File: config.mk
export PLATFORM = sky130hd
export DESIGN_NAME = wdg_top
export DESIGN_NICKNAME = d
export VERILOG_FILES = /design/src/pkg/wdg_pkg.sv /design/src/hw/wdg_prescaler.sv /design/src/hw/wdg_axil_slave.sv /design/src/hw/wdg_top.sv
export SDC_FILE = /design/constraint.sdc
export NUM_CORES = 1
export LEC_CHECK = 0
export BUFFER_PORTS_ARGS = -buffer_cell sky130_fd_sc_hd__buf_2
export CAP_MARGIN = 20
export CORE_MARGIN = 5
export CORE_UTILIZATION = 55
export CTS_CLUSTER_DIAMETER = 80
export DETAILED_ROUTE_END_ITERATION = 12
export PLACE_DENSITY = 0.9
export SLEW_MARGIN = 20
export SYNTH_ARGS = -nofsm -noshare
export SYNTH_HDL_FRONTEND = slang
export SYNTH_SLANG_ARGS = --single-unit
File: constraint.sdc
create_clock -name ref_clk_i -period 5.35 [get_ports ref_clk_i]
set_clock_uncertainty 0.05 [all_clocks]
set_input_delay 1.07 -clock ref_clk_i [delete_from_list [all_inputs] [get_ports ref_clk_i]]
set_output_delay 1.07 -clock ref_clk_i [all_outputs]
set_load 0.02 [all_outputs]
File: src/pkg/wdg_pkg.sv
package wdg_pkg;

  // register map, byte addresses on the bus
  localparam logic [31:0] WDG_CTRL_OFS = 32'h0000_00d8;
  localparam logic [7:0] WDG_CTRL_RST = 8'hfe;

  // field positions inside the control register
  localparam int WDG_C_BIT = 0;
  localparam int WDG_SR_BIT = 1;
  localparam int WDG_T_LO_BIT = 2;
  localparam int WDG_T_HI_BIT = 7;

  // counter value after any reset: all count bits and the sr bit set
  localparam logic [6:0] WDG_CNT_RST = 7'h7f;

  // timing, oscillator cycles and nanoseconds
  localparam int WDG_CLK_PERIOD_NS = 5;
  localparam int WDG_STEP_CYC = 3072;
  localparam int WDG_TMO_MIN_CYC = 3072;
  localparam int WDG_TMO_MAX_CYC = 196608;
  localparam int WDG_STAB_NS = 20480;
  localparam int WDG_STAB_CYC =
    (WDG_STAB_NS + WDG_CLK_PERIOD_NS - 1) / WDG_CLK_PERIOD_NS;

  // axi4-lite responses
  localparam logic [1:0] WDG_RESP_OKAY = 2'h0;
  localparam logic [1:0] WDG_RESP_SLVERR = 2'h2;

  typedef enum logic [1:0] {
    WDG_RUN,
    WDG_WAIT,
    WDG_STOP,
    WDG_RST_HOLD
  } wdg_mode_t;

  typedef struct packed {
    logic awvalid;
    logic [31:0] awaddr;
    logic wvalid;
    logic [31:0] wdata;
    logic [3:0] wstrb;
    logic bready;
    logic arvalid;
    logic [31:0] araddr;
    logic rready;
  } wdg_axil_req_t;

  typedef struct packed {
    logic awready;
    logic wready;
    logic bvalid;
    logic [1:0] bresp;
    logic arready;
    logic rvalid;
    logic [31:0] rdata;
    logic [1:0] rresp;
  } wdg_axil_rsp_t;

endpackage : wdg_pkg

File: src/hw/wdg_prescaler.sv
module wdg_prescaler import wdg_pkg::*; #(
  parameter int STEP_CYC = WDG_STEP_CYC
) (
  // clock and reset
  input wire logic ref_clk_i,
  input wire logic nrst_i,
  // control
  input wire logic run_i,
  input wire logic clr_i,
  // one-cycle step pulse
  output logic tick_o
);

  typedef struct packed {
    logic [17:0] cnt;
  } wdg_pre_state_t;

  wdg_pre_state_t st_q;
  wdg_pre_state_t st_d;
  localparam logic [17:0] LAST = 18'(STEP_CYC - 1);

  // step pulse on the last cycle of each period while running
  assign tick_o = run_i && !clr_i && (st_q.cnt == LAST);

  // a clear restarts the period so a reload gets a full first step
  always_comb begin
    st_d = st_q;
    if (clr_i) begin
      st_d.cnt = '0;
    end else if (run_i) begin
      st_d.cnt = (st_q.cnt == LAST) ? '0 : st_q.cnt + 18'h1;
    end
  end

  always_ff @(posedge ref_clk_i or negedge nrst_i) begin
    if (!nrst_i) begin
      st_q <= '0;
    end else begin
      st_q <= st_d;
    end
  end

endmodule : wdg_prescaler

File: src/hw/wdg_axil_slave.sv
module wdg_axil_slave import wdg_pkg::*; (
  // clock and reset
  input wire logic ref_clk_i,
  input wire logic nrst_i,
  // bus side
  input wire wdg_axil_req_t req_i,
  output wdg_axil_rsp_t rsp_o,
  // register side
  output logic wr_o,
  output logic [7:0] wr_data_o,
  input wire logic [7:0] rd_data_i
);

  typedef struct packed {
    logic aw_got;
    logic [31:0] aw_addr;
    logic w_got;
    logic [7:0] wdata;
    logic wstrb0;
    logic bvalid;
    logic [1:0] bresp;
    logic rvalid;
    logic [31:0] rdata;
    logic [1:0] rresp;
  } wdg_bus_state_t;

  wdg_bus_state_t st_q;
  wdg_bus_state_t st_d;
  logic both;
  logic aw_hit;

  // address and data are taken in either order; response after both
  assign both = st_q.aw_got && st_q.w_got && !st_q.bvalid;
  assign aw_hit = st_q.aw_addr[31:2] == WDG_CTRL_OFS[31:2];
  assign wr_o = both && aw_hit && st_q.wstrb0;
  assign wr_data_o = st_q.wdata;

  // handshake outputs are combinational, data from flops
  always_comb begin
    rsp_o = '0;
    rsp_o.awready = !st_q.aw_got && !st_q.bvalid;
    rsp_o.wready = !st_q.w_got && !st_q.bvalid;
    rsp_o.bvalid = st_q.bvalid;
    rsp_o.bresp = st_q.bresp;
    rsp_o.arready = !st_q.rvalid;
    rsp_o.rvalid = st_q.rvalid;
    rsp_o.rdata = st_q.rdata;
    rsp_o.rresp = st_q.rresp;
  end

  always_comb begin
    st_d = st_q;
    if (req_i.awvalid && rsp_o.awready) begin
      st_d.aw_got = 1'b1;
      st_d.aw_addr = req_i.awaddr;
    end
    if (req_i.wvalid && rsp_o.wready) begin
      st_d.w_got = 1'b1;
      st_d.wdata = req_i.wdata[7:0];
      st_d.wstrb0 = req_i.wstrb[0];
    end
    if (both) begin
      st_d.aw_got = 1'b0;
      st_d.w_got = 1'b0;
      st_d.bvalid = 1'b1;
      st_d.bresp = aw_hit ? WDG_RESP_OKAY : WDG_RESP_SLVERR;
    end else if (st_q.bvalid && req_i.bready) begin
      st_d.bvalid = 1'b0;
    end
    // unmapped reads answer zero with a slave error
    if (req_i.arvalid && rsp_o.arready) begin
      st_d.rvalid = 1'b1;
      if (req_i.araddr[31:2] == WDG_CTRL_OFS[31:2]) begin
        st_d.rdata = {24'h0, rd_data_i};
        st_d.rresp = WDG_RESP_OKAY;
      end else begin
        st_d.rdata = '0;
        st_d.rresp = WDG_RESP_SLVERR;
      end
    end else if (st_q.rvalid && req_i.rready) begin
      st_d.rvalid = 1'b0;
    end
  end

  always_ff @(posedge ref_clk_i or negedge nrst_i) begin
    if (!nrst_i) begin
      st_q <= '0;
    end else begin
      st_q <= st_d;
    end
  end

endmodule : wdg_axil_slave

File: src/hw/wdg_top.sv
// Contract
// - active counter runs out, chip reset follows
// - software option: inactive until activation bit set
// - once active, only chip reset deactivates
// - inactive watchdog allows genuine stop mode
// - hardware option without gating: stop acts wait
// - gated stop with nmi low acts wait
// - gated stop with nmi high freezes counter
// - leaving stop resumes count from held value
// - reset loads control register with fe
// - sr bit written to zero resets immediately; here only when sr was one, in run or wait mode
// - count bits reversed: bit7 lsb, bit2 msb
// - reset when counter bit six falls
// - sixty four periods, 3072 to 196608 cycles
// - watchdog reset holds for stabilisation delay
// - hardware option reads activation bit one
// - inactive counter is free 7-bit timer
// - internal reset drives reset pin low
module wdg_top import wdg_pkg::*; #(
  parameter int STEP_CYC = WDG_STEP_CYC,
  parameter int STAB_CYC = WDG_STAB_CYC
) (
  // clock and reset
  input wire logic ref_clk_i,
  input wire logic nrst_i,
  // register bus
  input wire wdg_axil_req_t axil_req_i,
  output wdg_axil_rsp_t axil_rsp_o,
  // option straps, held steady while running
  input wire logic hw_activation_opt_i,
  input wire logic ext_stop_opt_i,
  // processor core
  input wire logic nmi_pin_i,
  input wire logic stop_req_i,
  input wire logic wake_i,
  output logic wait_mode_o,
  output logic stop_mode_o,
  output logic wdg_active_o,
  // chip reset logic and reset pin (open drain)
  output logic chip_reset_o,
  output logic reset_pin_o,
  output logic reset_pin_oe_o
);

  typedef struct packed {
    logic [6:0] cnt;
    logic ctrl_c;
    wdg_mode_t mode;
    logic [15:0] hold;
  } wdg_state_t;

  wdg_state_t st_q;
  wdg_state_t st_d;
  logic wr;
  logic [7:0] wr_data;
  logic [7:0] rd_val;
  logic [6:0] wr_cnt;
  logic [6:0] dec_cnt;
  logic tick;
  logic run;
  logic active;
  logic trig;
  logic trig_sr;
  logic trig_tmo;

  // hold length is a parameter so the start-up delay can be matched
  localparam logic [15:0] HOLD_LAST = 16'(STAB_CYC - 1);

  // bus slave for the single control register
  wdg_axil_slave u_bus (
    .ref_clk_i(ref_clk_i),
    .nrst_i(nrst_i),
    .req_i(axil_req_i),
    .rsp_o(axil_rsp_o),
    .wr_o(wr),
    .wr_data_o(wr_data),
    .rd_data_i(rd_val)
  );

  // counter stands still in true stop and while the chip is held
  assign run = (st_q.mode == WDG_RUN) || (st_q.mode == WDG_WAIT);

  // fixed step prescaler, restarted by every reload
  wdg_prescaler #(
    .STEP_CYC(STEP_CYC)
  ) u_pre (
    .ref_clk_i(ref_clk_i),
    .nrst_i(nrst_i),
    .run_i(run),
    .clr_i(wr),
    .tick_o(tick)
  );

  // activation is the sticky bit or the hardware strap
  assign active = st_q.ctrl_c || hw_activation_opt_i;

  // register bits map reversed onto the physical counter
  assign rd_val[WDG_C_BIT] = active;
  assign rd_val[WDG_SR_BIT] = st_q.cnt[6];
  assign wr_cnt[6] = wr_data[WDG_SR_BIT];
  for (genvar i = 0; i < 6; i++) begin : g_map
    assign rd_val[WDG_T_HI_BIT - i] = st_q.cnt[i];
    assign wr_cnt[i] = wr_data[WDG_T_HI_BIT - i];
  end

  // a wrap from 00 to 7f is harmless: bit six rises, never falls
  assign dec_cnt = st_q.cnt - 7'h1;

  // sr written from one to zero resets at once in run or wait mode, not in stop or hold
  assign trig_sr = wr && run && st_q.cnt[6] && !wr_cnt[6];
  // bit six falling on a step is the end of count when active;
  // the reload wins when it lands on the same edge as a step
  assign trig_tmo = !wr && tick && active && st_q.cnt[6] &&
    !dec_cnt[6];
  assign trig = trig_sr || trig_tmo;

  // mode, counter and hold sequencing
  always_comb begin
    st_d = st_q;
    unique case (st_q.mode)
      WDG_RST_HOLD: begin
        // counter and control sit at reset value while held
        if (st_q.hold == HOLD_LAST) begin
          st_d.mode = WDG_RUN;
          st_d.hold = '0;
        end else begin
          st_d.hold = st_q.hold + 16'h1;
        end
      end
      WDG_STOP: begin
        // counter frozen; an interrupt resumes counting from here
        if (wake_i) begin
          st_d.mode = WDG_RUN;
        end
      end
      WDG_WAIT: begin
        if (wake_i) begin
          st_d.mode = WDG_RUN;
        end
      end
      WDG_RUN: begin
        if (stop_req_i) begin
          if (!active) begin
            st_d.mode = WDG_STOP;
          end else if (ext_stop_opt_i && nmi_pin_i) begin
            st_d.mode = WDG_STOP;
          end else begin
            st_d.mode = WDG_WAIT;
          end
        end
      end
    endcase
    // reload restarts the countdown; a step decrements
    if (wr && st_q.mode != WDG_RST_HOLD) begin
      st_d.cnt = wr_cnt;
      st_d.ctrl_c = st_q.ctrl_c || wr_data[WDG_C_BIT];
    end else if (tick) begin
      st_d.cnt = dec_cnt;
    end
    // internal reset loads counter and control bit with their system reset values
    if (trig) begin
      st_d.mode = WDG_RST_HOLD;
      st_d.hold = '0;
      st_d.cnt = WDG_CNT_RST;
      st_d.ctrl_c = WDG_CTRL_RST[WDG_C_BIT];
    end
  end

  always_ff @(posedge ref_clk_i or negedge nrst_i) begin
    if (!nrst_i) begin
      st_q.cnt <= WDG_CNT_RST;
      st_q.ctrl_c <= WDG_CTRL_RST[WDG_C_BIT];
      st_q.mode <= WDG_RUN;
      st_q.hold <= '0;
    end else begin
      st_q <= st_d;
    end
  end

  // outputs decoded from the registered state; wdg_active_o also from the hardware strap
  assign chip_reset_o = st_q.mode == WDG_RST_HOLD;
  assign reset_pin_o = 1'b0;
  assign reset_pin_oe_o = chip_reset_o;
  assign wait_mode_o = st_q.mode == WDG_WAIT;
  assign stop_mode_o = st_q.mode == WDG_STOP;
  assign wdg_active_o = active;
endmodule : wdg_top

==> flow_summary.json <==
{
  "ctsHoldBuffers": 0,
  "maxCapViolations": 0,
  "num_rows": 34,
  "syn2layout_area_growth_pct": 11.6,
  "grt_usage": 0.194,
  "met3_usage": 0.0672,
  "synthArstFlopShare": 1.00,
  "synth_cell_type_count": 47,
  "firstDrtPassIters": 5,
  "drive_gt1_frac": 0.306,
  "clock_sinks": 97,
  "insertion_delay_ns": 0.37,
  "p_leak_uw": 0.00260,
  "io_buffers": 100,
  "layout.nets": 676,
  "fmax_ghz": 0.334,
  "mostFrequentLayoutCells": "buf_2 (99), dfrtp_1 (90), nor2_1 (48), mux2_2 (39), nand2_1 (28)",
  "postRouteAntennaNets": 0,
  "clk_pin_slew_ns": 0.09,
  "start_util": 0.567,
  "tns_ns": 0,
  "synth_flop_cell": "dfrtp_1",
  "path_cells": "nor4_1 -> nand4_1 -> nor4_4 -> mux2i_2 -> nor2_1",
  "critPathMaxStageDelay_ns": 0.84,
  "antenna_found_initial": 1,
  "status": "finished, final reports clean",
  "fp.dieW_um": 105,
  "start_kind": "flip-flop",
  "clock-root-buffer": "clkbuf_8",
  "fin_crit_sh": 0.560,
  "min_path_type": "flip-flop to flip-flop",
  "cts_max_level": 3,
  "die_h_um": 105,
  "avgSynthCellArea_um2": 10.5,
  "drv_slew": 0,
  "grt_pass1_vias": 3869,
  "synth_edf_count": 0,
  "final_hold_viol_count": 0,
  "cp_slowest_cell": "mux2i_2",
  "setup_viol": 0,
  "globalplace.congestion": 0.813,
  "netlist_instances": 473,
  "grt_pass1_wl_um": 17700,
  "ios": 159,
  "met1_usage": 0.216,
  "yosysSeqAreaShare": 0.493,
  "critical_path.max_fanout": 18,
  "synth_area_um2": 4940,
  "grt_max_degree": 55,
  "vias": 3734,
  "drtIter0Drc": 217,
  "post_cts_resize_count": 0,
  "hpwl_um": 8000,
  "yosys_warnings": 0,
  "p_per_area_nw_per_um2": 338,
  "worstSetupPathType": "flip-flop to flip-flop",
  "numCtsBuffers": 9,
  "synth_top_area_cell": "dfrtp_1",
  "arrival_ns": 3.16,
  "ir_drop_uv": 314,
  "cts_tree": "yes",
  "layout_commonest_cell": "buf_2",
  "min_period_ns": 2.99,
  "relSlewSlack": 0.378,
  "drt_wl_total_um": 10500,
  "synth-seq-cells": 97,
  "die-area_um2": 11000,
  "num_antenna_cells": 0,
  "setup.worst_path.end_class": "flip-flop",
  "ctsLongestPathBuffers": 2,
  "grt_busiest_layer": "met2",
  "worst_ep_required_time_ns": 5.52,
  "tightest_slew_ns": 0.926,
  "grt.overflow.total": 0,
  "vias_per_cell": 5.57,
  "synth_top_cell_area_share": 0.456,
  "avgRoutedWirePerCell_um": 15.7,
  "holdWs_ns": 0.463,
  "core_area_um2": 8720,
  "rsz0062_at_grt": "false",
  "yosys-top-cells-area": "dfrtp_1 (46%), mux2_2 (8.9%), buf_4 (6.4%)",
  "drcViolationCount": 0,
  "postCtsSetupRepairBufs": 0,
  "grtUsageMet2": 0.343
}
## Yosys cell counts, drive strengths merged (9+ instances only)
master	instances
nor4	14
xor2	12
o21ai	26
inv	13
buf	47
nor3	10
nand3	16
nand4	9
and3	15
nand2	28
mux2	39
nor2	48
dfrtp	90
a21oi	13
## flip-flops by register name, summed over array words and instances (netlist names)
| name | cells |
|---|---|
| u_pre.st_q | 18 |
| u_bus.rsp_o | 12 |
| rd_val | 7 |
| u_bus.wr_data_o | 8 |
| st_q | 19 |
| u_bus.st_q | 33 |
## cells by family (layout without fill, tap and decap cells)
logic type / after synthesis / in the layout / share of synthesized area
xor gates and xnor gates: 20 / 20 / 0.0354
DFF: 97 / 97 / 0.493
and+or+nand+nor: 172 / 172 / 0.185
buffers and inverters: 68 / 131 / 0.0873
AOI/OAI and AO/OA: 61 / 61 / 0.0757
adders and majority gates: 7 / 7 / 0.0177
muxes: 47 / 47 / 0.106
other: 1 / 27 / 0.000759
## power breakdown
| group | internal (uW) | switching (uW) | total (uW) |
|---|---|---|---|
| Combinational | 207 | 171 | 378 |
| Sequential | 898 | 102 | 1000 |
| Clock | 231 | 255 | 486 |
| Total | 1340 | 529 | 1860 |
## per-stage QoR
stage | worst slack, ns | std cells | util | power [uW] | area (um^2)
finish | 2.36 | 670 | 0.633 | 1860 | 5520
CTS | 2.28 | 670 | 0.633 | 1870 | 5520
global placement | 2.50 | 654 | 0.609 | 1350 | 5310
floorplan | 2.69 | 499 | - | 1280 | 5040
global route | 2.01 | 670 | 0.633 | 1960 | 5520
detailed placement | 2.32 | 654 | 0.609 | 1390 | 5310
## area by class of cell
class                      instances  area (um^2)
tap                              108          135
clock buffer                      10          138
inverter                          13         48.8
fill                             676         3200
clock inverter                     6         66.3
timing repair buffer             102          518
sequential                        97         2440
multi-input combinational        334         2170
## path summary, 6_finish.rpt
kind / from / endpoint / slack [ns] / cells past startpoint
max reg2reg: u_bus.st_q[66] / st_q[15] / 2.36 / 5
min: st_q[18] / st_q[18] / 0.46 / 2
max: u_bus.st_q[66] / st_q[15] / 2.36 / 5
min reg2reg: st_q[18] / st_q[18] / 0.46 / 2
min in group asynchronous: nrst_i / u_pre.st_q[5] / 0.65 / 1
max in group asynchronous: nrst_i / u_bus.st_q[58] / 3.55 / 2
## per-layer routing
layer  routed length (um)  up-vias
li1                     -     1765
met1                 3910     1807
met2                 5510      136
met3                  895       24
met4                  197        2
met5                    7        -
## critical path, delay by kind of cell (launching register included)
kind	cells	cell delay, ns
DFF	1	0.39
muxes	1	0.84
and+or+nand+nor	4	1.55
No activity file was read; power rests on OpenSTA's default activity.
